`src/logic/atp_pkg.sv`:
```
// Package for the converter test pattern and offset pedestal block
package atp_pkg;
    localparam int DATA_W = 14;
    localparam int ADDR_W = 8;
    localparam int REG_W = 8;
    localparam int PED_W = 6;
    localparam int PAT_W = 3;
    localparam logic [7:0] ADDR_PATTERN = 8'h62;
    localparam logic [7:0] ADDR_PEDESTAL = 8'h63;
    localparam logic [2:0] PAT_RST = 3'h0;
    localparam logic [5:0] PED_RST = 6'h00;
    localparam logic [2:0] PAT_NORMAL = 3'h0;
    localparam logic [2:0] PAT_ZEROS = 3'h1;
    localparam logic [2:0] PAT_ONES = 3'h2;
    localparam logic [2:0] PAT_TOGGLE = 3'h3;
    localparam logic [2:0] PAT_RAMP = 3'h4;
    localparam logic [13:0] TOGGLE_WORD = 14'h2AAA;
    localparam logic [13:0] MID_CODE = 14'h2000;
    localparam logic [13:0] RAMP_MAX_NARROW = 14'h0FFF;
    localparam logic [1:0] RAMP_DIV_NARROW = 2'h3;
    localparam logic [13:0] ALL_ONES = 14'h3FFF;
    localparam logic [13:0] ALL_ZEROS = 14'h0000;
endpackage : atp_pkg

```
`src/logic/atp_core.sv`:
```
// Output pattern select, offset pedestal target and control pin steering
// Operation
// - Code 000 normal data, 001 all zeros, 010 all ones, 011 toggle.
// - Code 100 ramps up one LSB; wide every clock, narrow every fourth to 4095.
// - With correction on, loop settles output at mid-code plus pedestal.
// - Six-bit pedestal field is added to the loop's settled target.
// - Pedestal is two's complement: 31 up to -32 LSB around mid-code.
// - Reset tied high turns data and enable pins into static controls.
// - Enable pin is serial enable when reset low, clock edge select when high.
`timescale 1ns/10ps
module atp_core
(
    // Clock and reset
    input wire logic clock,
    input wire logic nrst,
    // Variant select, high for the 12-bit converter
    input wire logic narrow_variant,
    // Control pins
    input wire logic reset_pin,
    input wire logic serial_data_in,
    input wire logic serial_enable_in,
    // Decoded register write port from the serial interface
    input wire logic reg_wr,
    input wire logic [7:0] reg_addr,
    input wire logic [7:0] reg_wdata,
    input wire logic soft_reset,
    // Conversion and offset loop
    input wire logic [13:0] conv_data,
    input wire logic offset_corr_en,
    // Outputs
    output logic [13:0] data_out,
    output logic [13:0] offset_target,
    output logic [7:0] reg_rdata,
    output logic serial_active,
    output logic parallel_mode,
    output logic parallel_ctrl,
    output logic clkout_edge_sel
);
    logic rst_meta_q, rst_n_q;
    always_ff @(posedge clock or negedge nrst)
    begin
        if (!nrst) {rst_meta_q, rst_n_q} <= 2'h0;
        else {rst_meta_q, rst_n_q} <= {1'b1, rst_meta_q};
    end

    // Pin synchronisers, two stages each
    logic [2:0] pin_meta_q, pin_q;
    always_ff @(posedge clock or negedge rst_n_q)
    begin
        if (!rst_n_q)
        begin
            pin_meta_q <= 3'h0;
            pin_q <= 3'h0;
        end
        else
        begin
            pin_meta_q <= {reset_pin, serial_data_in, serial_enable_in};
            pin_q <= pin_meta_q;
        end
    end
    wire rst_pin_s = pin_q[2];
    wire data_pin_s = pin_q[1];
    wire en_pin_s = pin_q[0];

    // A high reset pin clears the registers on every clock while it is high, even in a short pulse;
    // held high it means parallel control, which keeps registers at default.
    wire reg_clear = rst_pin_s || soft_reset;
    wire wr_pat = reg_wr && reg_addr == atp_pkg::ADDR_PATTERN && !rst_pin_s;
    wire wr_ped = reg_wr && reg_addr == atp_pkg::ADDR_PEDESTAL && !rst_pin_s;

    logic [2:0] pat_q;
    logic [5:0] ped_q;
    always_ff @(posedge clock or negedge rst_n_q)
    begin
        if (!rst_n_q) pat_q <= atp_pkg::PAT_RST;
        else if (reg_clear) pat_q <= atp_pkg::PAT_RST;
        else if (wr_pat) pat_q <= reg_wdata[2:0];
    end
    always_ff @(posedge clock or negedge rst_n_q)
    begin
        if (!rst_n_q) ped_q <= atp_pkg::PED_RST;
        else if (reg_clear) ped_q <= atp_pkg::PED_RST;
        else if (wr_ped) ped_q <= reg_wdata[5:0];
    end

    // Toggle phase and ramp
    logic tog_q;
    logic [1:0] div_q;
    logic [13:0] ramp_q;
    wire is_ramp = pat_q == atp_pkg::PAT_RAMP;
    wire ramp_step = !narrow_variant || div_q == atp_pkg::RAMP_DIV_NARROW;
    // Variant is a strap; switching it mid-ramp above 4095 runs on to 16383 before the wrap
    wire ramp_wrap = narrow_variant && ramp_q == atp_pkg::RAMP_MAX_NARROW;
    wire [13:0] ramp_d = ramp_wrap ? atp_pkg::ALL_ZEROS : ramp_q + 14'h0001;
    always_ff @(posedge clock or negedge rst_n_q)
    begin
        if (!rst_n_q)
        begin
            tog_q <= 1'b0;
            div_q <= 2'h0;
            ramp_q <= 14'h0000;
        end
        else
        begin
            tog_q <= !tog_q;
            div_q <= is_ramp ? div_q + 2'h1 : 2'h0;
            if (!is_ramp) ramp_q <= 14'h0000;
            else if (ramp_step) ramp_q <= ramp_d;
        end
    end

    // Narrow variant uses the low 12 bits, upper two read as zero
    wire [13:0] width_mask = narrow_variant ? atp_pkg::RAMP_MAX_NARROW : atp_pkg::ALL_ONES;
    wire [13:0] tog_word = narrow_variant ? (atp_pkg::TOGGLE_WORD >> 2) : atp_pkg::TOGGLE_WORD;
    logic [13:0] sel_data;
    always_comb
    begin
        unique case (pat_q)
            atp_pkg::PAT_NORMAL: sel_data = conv_data;
            atp_pkg::PAT_ZEROS: sel_data = atp_pkg::ALL_ZEROS;
            atp_pkg::PAT_ONES: sel_data = atp_pkg::ALL_ONES;
            atp_pkg::PAT_TOGGLE: sel_data = tog_q ? ~tog_word : tog_word;
            atp_pkg::PAT_RAMP: sel_data = ramp_q;
            default: sel_data = conv_data;
        endcase
    end

    // Sign-extended pedestal around mid-code; 12-bit mid-code is 2048
    wire [13:0] ped_ext = {{8{ped_q[5]}}, ped_q};
    wire [13:0] mid = narrow_variant ? (atp_pkg::MID_CODE >> 2) : atp_pkg::MID_CODE;
    wire [13:0] target_d = (mid + ped_ext) & width_mask;
    wire [7:0] rdata_d = reg_addr == atp_pkg::ADDR_PATTERN ? {5'h00, pat_q}
                       : reg_addr == atp_pkg::ADDR_PEDESTAL ? {2'h0, ped_q} : 8'h00;

    always_ff @(posedge clock or negedge rst_n_q)
    begin
        if (!rst_n_q)
        begin
            data_out <= 14'h0000;
            offset_target <= 14'h0000;
            reg_rdata <= 8'h00;
            serial_active <= 1'b0;
            parallel_mode <= 1'b0;
            parallel_ctrl <= 1'b0;
            clkout_edge_sel <= 1'b0;
        end
        else
        begin
            data_out <= sel_data & width_mask;
            offset_target <= offset_corr_en ? target_d : offset_target;
            reg_rdata <= rdata_d;
            serial_active <= !rst_pin_s && en_pin_s;
            parallel_mode <= rst_pin_s;
            parallel_ctrl <= rst_pin_s ? data_pin_s : parallel_ctrl;
            clkout_edge_sel <= rst_pin_s ? en_pin_s : clkout_edge_sel;
        end
    end

    // Checks
    // Antecedents that read rst_n_q skip the release edge, where the outputs still show reset
    AST_ZEROS: assert property (@(posedge clock) disable iff (!rst_n_q)
        pat_q == atp_pkg::PAT_ZEROS |=> data_out == 14'h0000)
        else $error("zeros pattern wrong");
    AST_ONES: assert property (@(posedge clock) disable iff (!rst_n_q)
        pat_q == atp_pkg::PAT_ONES |=> data_out == $past(width_mask))
        else $error("ones pattern wrong");
    AST_NORMAL: assert property (@(posedge clock) disable iff (!rst_n_q)
        rst_n_q && pat_q == atp_pkg::PAT_NORMAL |=> data_out == ($past(conv_data) & $past(width_mask)))
        else $error("normal data not passed");
    AST_WR_PAT: assert property (@(posedge clock) disable iff (!rst_n_q)
        wr_pat && !reg_clear |=> pat_q == 3'($past(reg_wdata)))
        else $error("pattern write lost");
    AST_TOGGLE: assert property (@(posedge clock) disable iff (!rst_n_q)
        pat_q == atp_pkg::PAT_TOGGLE ##1 pat_q == atp_pkg::PAT_TOGGLE |=> data_out == (~$past(data_out) & width_mask))
        else $error("toggle not complementing");
    AST_TOG_WORD: assert property (@(posedge clock) disable iff (!rst_n_q)
        pat_q == atp_pkg::PAT_TOGGLE && !narrow_variant
        |=> data_out == atp_pkg::TOGGLE_WORD || data_out == ~atp_pkg::TOGGLE_WORD)
        else $error("toggle word wrong");
    AST_RAMP_WIDE: assert property (@(posedge clock) disable iff (!rst_n_q)
        is_ramp && !narrow_variant && $past(is_ramp) |-> ##1 data_out == $past(data_out) + 14'h0001)
        else $error("wide ramp not stepping");
    AST_RAMP_TOP: assert property (@(posedge clock) disable iff (!rst_n_q)
        narrow_variant |-> ramp_q <= atp_pkg::RAMP_MAX_NARROW)
        else $error("narrow ramp beyond top");
    AST_RAMP_HOLD: assert property (@(posedge clock) disable iff (!rst_n_q)
        is_ramp && narrow_variant && !ramp_step |=> ramp_q == $past(ramp_q))
        else $error("narrow ramp too fast");
    AST_RAMP_STEP_N: assert property (@(posedge clock) disable iff (!rst_n_q)
        is_ramp && narrow_variant && ramp_step && !ramp_wrap |=> ramp_q == $past(ramp_q) + 14'h0001)
        else $error("narrow ramp not stepping");
    AST_RAMP_WRAP: assert property (@(posedge clock) disable iff (!rst_n_q)
        is_ramp && ramp_wrap && ramp_step |=> ramp_q == 14'h0000)
        else $error("narrow ramp not wrapping");
    AST_TARGET: assert property (@(posedge clock) disable iff (!rst_n_q)
        rst_n_q && offset_corr_en && !narrow_variant
        |=> offset_target == 14'(atp_pkg::MID_CODE + {{8{$past(ped_q[5])}}, $past(ped_q)}))
        else $error("pedestal target wrong");
    AST_TARGET_HOLD: assert property (@(posedge clock) disable iff (!rst_n_q)
        rst_n_q && !offset_corr_en |=> offset_target == $past(offset_target))
        else $error("target moved with correction off");
    AST_WR_PED: assert property (@(posedge clock) disable iff (!rst_n_q)
        wr_ped && !reg_clear |=> ped_q == 6'($past(reg_wdata)))
        else $error("pedestal write lost");
    AST_RDATA: assert property (@(posedge clock) disable iff (!rst_n_q)
        rst_n_q && reg_addr == atp_pkg::ADDR_PEDESTAL |=> reg_rdata == {2'h0, $past(ped_q)})
        else $error("pedestal readback wrong");
    AST_CLEAR: assert property (@(posedge clock) disable iff (!rst_n_q)
        reg_clear |=> pat_q == atp_pkg::PAT_RST && ped_q == atp_pkg::PED_RST)
        else $error("clear missed");
    AST_PAR_CTRL: assert property (@(posedge clock) disable iff (!rst_n_q)
        rst_pin_s |=> parallel_ctrl == $past(data_pin_s))
        else $error("parallel control pin not followed");
    AST_PAR: assert property (@(posedge clock) disable iff (!rst_n_q)
        rst_pin_s |=> !serial_active && parallel_mode)
        else $error("serial active in parallel mode");
    AST_EDGE_SEL: assert property (@(posedge clock) disable iff (!rst_n_q)
        rst_pin_s |=> clkout_edge_sel == $past(en_pin_s))
        else $error("edge select pin not followed");
    AST_SERIAL_EN: assert property (@(posedge clock) disable iff (!rst_n_q)
        rst_n_q && !rst_pin_s |=> serial_active == $past(en_pin_s))
        else $error("serial enable not followed");
    COV_TOGGLE: cover property (@(posedge clock) pat_q == atp_pkg::PAT_TOGGLE);
    COV_RAMP_WRAP: cover property (@(posedge clock) is_ramp && ramp_wrap && ramp_step);
    COV_NEG_PED: cover property (@(posedge clock) offset_corr_en && ped_q[5]);
    COV_PARALLEL: cover property (@(posedge clock) parallel_mode && clkout_edge_sel);
endmodule : atp_core

```
`config.mk`:
```
export PLATFORM = sky130hd
export DESIGN_NAME = atp_core
export DESIGN_NICKNAME = d
export VERILOG_FILES = /design/src/logic/atp_pkg.sv /design/src/logic/atp_core.sv
export SDC_FILE = /design/constraint.sdc
export NUM_CORES = 1
export LEC_CHECK = 0
export BUFFER_PORTS_ARGS = -buffer_cell sky130_fd_sc_hd__buf_2
export CAP_MARGIN = 5
export CORE_UTILIZATION = 53
export CTS_CLUSTER_DIAMETER = 80
export CTS_CLUSTER_SIZE = 12
export DETAILED_ROUTE_END_ITERATION = 6
export PLACE_DENSITY = 0.8
export SYNTH_ARGS = -nofsm -noshare
export SYNTH_HDL_FRONTEND = slang
export SYNTH_SLANG_ARGS = --single-unit
```
`constraint.sdc`:
```
create_clock -name clock -period 2.9 [get_ports clock]
set_input_delay 0.29 -clock clock [delete_from_list [all_inputs] [get_ports clock]]
set_output_delay 0.29 -clock clock [all_outputs]
set_load 0.05 [all_outputs]
```
Word-level counts from Yosys, hierarchy flattened. Cells that the tools add are included.

Bits in latches: 0. Memory bits (read-only): 0. RAM bits: 0. Logic and storage cells: 59. Register bits: 72. Memories kept: 0. Bits of input ports: 39.

$mul: 0. $lt $le $gt $ge: 0. Multiplexer cells: 15. Add/sub/neg operators: 3. Equality and inequality tests: 9. Bitwise logic cells: 3. Shift operators: 0. Reductions and logical operators: 13. Divide/modulo/power cells: 0.

Operator list (count): 2-to-1 mux 14 bit (7); case mux 14 bit (4 select lines) (1); bitwise AND 14 bit (2); 2-to-1 mux 6 bit (4); equality test 8 x 7 -> 1 bit, second input constant (2); adder 14 x 1 -> 14 bit, second input constant (1); adder 14 bit (1); equality test 14 x 12 -> 1 bit, second input constant (1); inverter 14 bit (1); equality test 3 x 2 -> 1 bit, second input constant (2); logical AND 1 bit (6); 2-to-1 mux 3 bit (2); nonzero test 2 bit (2); equality test 3 x 1 -> 1 bit, second input constant (1); equality test 3 bit, second input constant (1); zero test 1 bit (3); adder 2 x 1 -> 2 bit, second input constant (1); equality test 2 bit, second input constant (1); logical OR 1 bit (2); 2-to-1 mux 2 bit (1); != test 2 x 1 -> 1 bit, second input constant (1).

Depth between registers and ports, before layout.
Depth in word-level cells: 5. Gate-level depth with buffers: 6.

Worst setup path after synthesis. No wires, ideal clock.

Kind: register to register. Start point: register div_q[0]. End point: register ramp_q[13]. Buffers on the path: 1. Data required time: 2.823 ns. Setup slack: 1.414 ns. Arrival: 1.409 ns. Cell stages (with the launch flop): 7. Period minus slack after synthesis: 1.486 ns. Cell sequence: dfrtp_1 ha_1 nand2b_1 clkbuf_2 o211ai_2 or4_1 a21oi_1.

Word-level cells in the longest chain between the ends: 3.

Ends and longest elaborated chain: start, declared (line atp_core.sv:88) `logic [1:0] div_q;`; start signal, assigned (line atp_core.sv:106) `div_q <= is_ramp ? div_q + 2'h1 : 2'h0;`; equality test 2 bit (line atp_core.sv:91) `wire ramp_step = !narrow_variant || div_q == atp_pkg::RAMP_DIV_NARROW;`; logical OR 1 bit (line atp_core.sv:91); != test 2 x 1 -> 1 bit (no source line); end signal, assigned (line atp_core.sv:108) `else if (ramp_step) ramp_q <= ramp_d;`; end, declared (line atp_core.sv:89) `logic [13:0] ramp_q;`.

Every way passes these cells. A chain may end at the register's enable or synchronous reset.

Worst setup path in the final report.
Start point: register pat_q[0]. End point: register ramp_q[13].

Word-level cells in the longest chain between the ends: 2.

Ends and longest elaborated chain: start, declared (line atp_core.sv:71) `logic [2:0] pat_q;`; start signal, assigned (line atp_core.sv:75) `if (!rst_n_q) pat_q <= atp_pkg::PAT_RST;`; start signal, assigned (line atp_core.sv:76) `else if (reg_clear) pat_q <= atp_pkg::PAT_RST;`; start signal, assigned (line atp_core.sv:77) `else if (wr_pat) pat_q <= reg_wdata[2:0];`; equality test 3 bit * (line atp_core.sv:90) `wire is_ramp = pat_q == atp_pkg::PAT_RAMP;`; != test 2 x 1 -> 1 bit (no source line) / 2-to-1 mux 14 bit (equally long branches).

Every way passes the cells marked *; elsewhere a longest branch is shown, timed or not.

==> out/results.tsv <==
metric	value	unit
status	completed	
initial antenna violation count	0	
critical path class	register to register	
clock tree buffer depth	2	
Synth top area share	54.2	%
Clk pwr share	42.1	%
die area	6140	µm²
Hold Vio Cnt, Final	0	
Setup Skew	0.00728	ns
worst reg2reg path startpoint	pat_q[0]	
TritonCTS Buffers	9	
Worst-Skew Late Latency	0.34	ns
Routed WL	6.33	mm
final antenna diode count	0	
crit path max-delay cell type	dfrtp_1	
NetSw	0.486	mW
number of global-route vias before repair	2264	
Min-Delay Endpoint	pin_meta_q[1]	
detailed-route via count	2511	
Mapped Area	3090	µm²
First-pass DRT Iterations	4	
gpl congestion	0.865	
Least-Margin Pin Slew	0.732	ns
fin. max-slew vios	0	
Setup-failing EPs final	0	
max-capacitance violation count	0	
FF+latch count, synth	67	
Clock Root Buffer	clkbuf_8	
WL per Instance	14.2	µm
Sw Share	24.6	%
first-pass GRT wire length	10.3	mm
period utilization	70.4	%
commonest non-fill, non-tap cell in the layout	buf_2	
CTS Sinks	67	
CP arrival	2.31	ns
Avg Cell Area, Syn	10.1	µm²
r2r endpoint	ramp_q[13]	
maximum vdd drop	0.380	mV
Final Net Count	413	
max incr delay on CP	0.82	ns
PortBufs	74	
cell-by-cell trace of the critical path	or3b_4 > o211ai_2 > or4_1 > a21oi_1	
CP Data Required Time	3.17	ns
register area share after synthesis	54.2	%
DR iter-0 viols	249	
Async SR Flop Fraction	100	%
Clk pin slew, worst setup/hold paths	0.07	ns
gr usage total	22.3	%
CP Capture Type	register	
DRT antenna net count	0	
Hold Crit Class	input port to register	
Fin Setup TNS	0	ns
Hold Worst Slack	0.0491	ns
combinational power share	8.9	%
number of synthesized flops with an enable pin	0	
Hold Crit Start	serial_data_in	
most frequent cells in the layout	buf_2 (74), dfrtp_1 (66), a21oi_1 (40)	
Synth area leaders	dfrtp_1 (54%), a21oi_1 (6.5%), mux2_2 (4.0%), o21ai_0 (3.4%), nand2_1 (2.9%)	
Synth-to-Final Area Change	18.5	%
Synth cell types	43	
pwr dens	539	nW/µm²
row cnt	27	
Final min period	2.04	ns
leakage power	1.71	nW
total gr overflow	0	
TritonCTS clock tree	done	
Seq pwr share	49.0	%
Post-CTS Setup Repair Bufs	0	
Post-Syn Instances	306	
CP Max Fanout	22	
Yosys top cell by area	dfrtp_1	
Max-slew headroom	51.2	%
Core Region	5570	µm²
unrepaired setup endpoints after global routing	false	
Starting Density	55.5	%
Main synth FF type	dfrtp_1	
Startpoint Class	register	
H-tree lvl count	3	
Post-DP HPWL	4.42	mm
setup slack, reg-to-reg	0.86	ns
via density per instance	5.63	
# IOs	79	
Fmax	489	MHz
Die X	78.4	µm
Residual DRC	0	
Synth Warn #	0	
Die Ht	78.4	µm
largest net degree at the start of global routing	43	
Worst R2R Path Depth	4	
layout cells sized above 1	30.5	%
hold path depth	1	
internal power	1.49	mW
[flip-flops by register name (all words and copies together), names as in the netlist]
register / cells
data_out: 14
rst_meta_q: 1
parallel_ctrl: 1
pin_meta_q: 3
serial_active: 1
reg_rdata: 6
clkout_edge_sel: 1
ramp_q: 14
pat_q: 3
rst_n_q: 1
tog_q: 1
offset_target: 9
div_q: 2
ped_q: 6
parallel_mode: 1
pin_q: 3
[critical path: cells and delay by family (launching register included)]
family | cells | cell delay (ns)
compound gates | 2 | 0.35
simple gates | 2 | 0.80
flops | 1 | 0.82
[Yosys cell counts (3+ instances only)]
cell      count
a21oi_1      40
a22o_1        3
and2_1        5
and3_1        5
buf_4         7
clkbuf_1     14
dfrtp_1      67
ha_1          4
inv_1         7
mux2_2       11
nand2_1      24
nand3_1      16
nor2_1       23
nor2b_1       3
o211ai_1      4
o21ai_0      21
o22ai_1      12
or3_1         4
xor2_1        6
[worst max-delay path by stage]
stage	end	slack, ns	from	depth (start not counted)
floorplan	clkout_edge_sel	0.90	rst_n_q	0
global placement	ramp_q[13]	0.99	pat_q[0]	4
detailed placement	ramp_q[13]	0.96	pat_q[0]	4
CTS	ramp_q[13]	0.89	pat_q[0]	4
global route	ramp_q[13]	0.72	pat_q[0]	4
finish	ramp_q[13]	0.86	pat_q[0]	4
[cell type report]
cell class | instances | area, µm²
timing repair buffer | 78 | 403
sequential | 67 | 1680
tap | 72 | 90.1
multi-input combinational | 207 | 1250
inverter | 7 | 26.3
fill | 433 | 1910
clock buffer | 9 | 124
clock inverter | 6 | 91.3
[layer usage]
layer / part of all wire, % / track usage [%] / up-vias
met5: 0 / 0 / -
met4: 1.6 / 11.9 / 0
met3: 6.0 / 5.23 / 11
met2: 48 / 34.1 / 91
met1: 44 / 29.6 / 1213
li1: - / - / 1196
[repair_timing]
item	4_1_cts	5_1_grt
hold buffers	1	0
endpoints found under the hold margin	2	0
resized for setup	0	0
[power groups by stage]
stage / Combinational, mW / Sequential (mW) / Clock [mW]
after detailed placement: 0.175 / 0.987 / 0
after global placement: 0.172 / 0.985 / 0
after floorplan: 0.0451 / 1.06 / 0
after global routing: 0.188 / 0.970 / 0.889
final: 0.175 / 0.968 / 0.831
after CTS: 0.176 / 0.968 / 0.844
[metrics by stage]
| step | cells | instance area (µm²) | power, mW | worst slack, ns | utilization, % |
|---|---|---|---|---|---|
| global placement | 430 | 3440 | 1.16 | 0.988 | 61.7 |
| finish | 446 | 3660 | 1.97 | 0.857 | 65.7 |
| floorplan | 307 | 3100 | 1.10 | 0.896 | - |
| detailed placement | 430 | 3440 | 1.16 | 0.963 | 61.7 |
| global route | 446 | 3660 | 2.05 | 0.715 | 65.7 |
| CTS | 446 | 3660 | 1.99 | 0.886 | 65.7 |
[kinds of logic after synthesis]
kind of cell,Yosys count,share of synthesized area [%]
compound gates,88,16.6
xor+xnor,7,1.98
mux,11,4.01
flops,67,54.2
fa+ha+maj,4,1.62
other cells,2,0.243
buf+inv,33,5.42
simple gates,94,15.9
No activity file was read; power rests on OpenSTA's default activity.
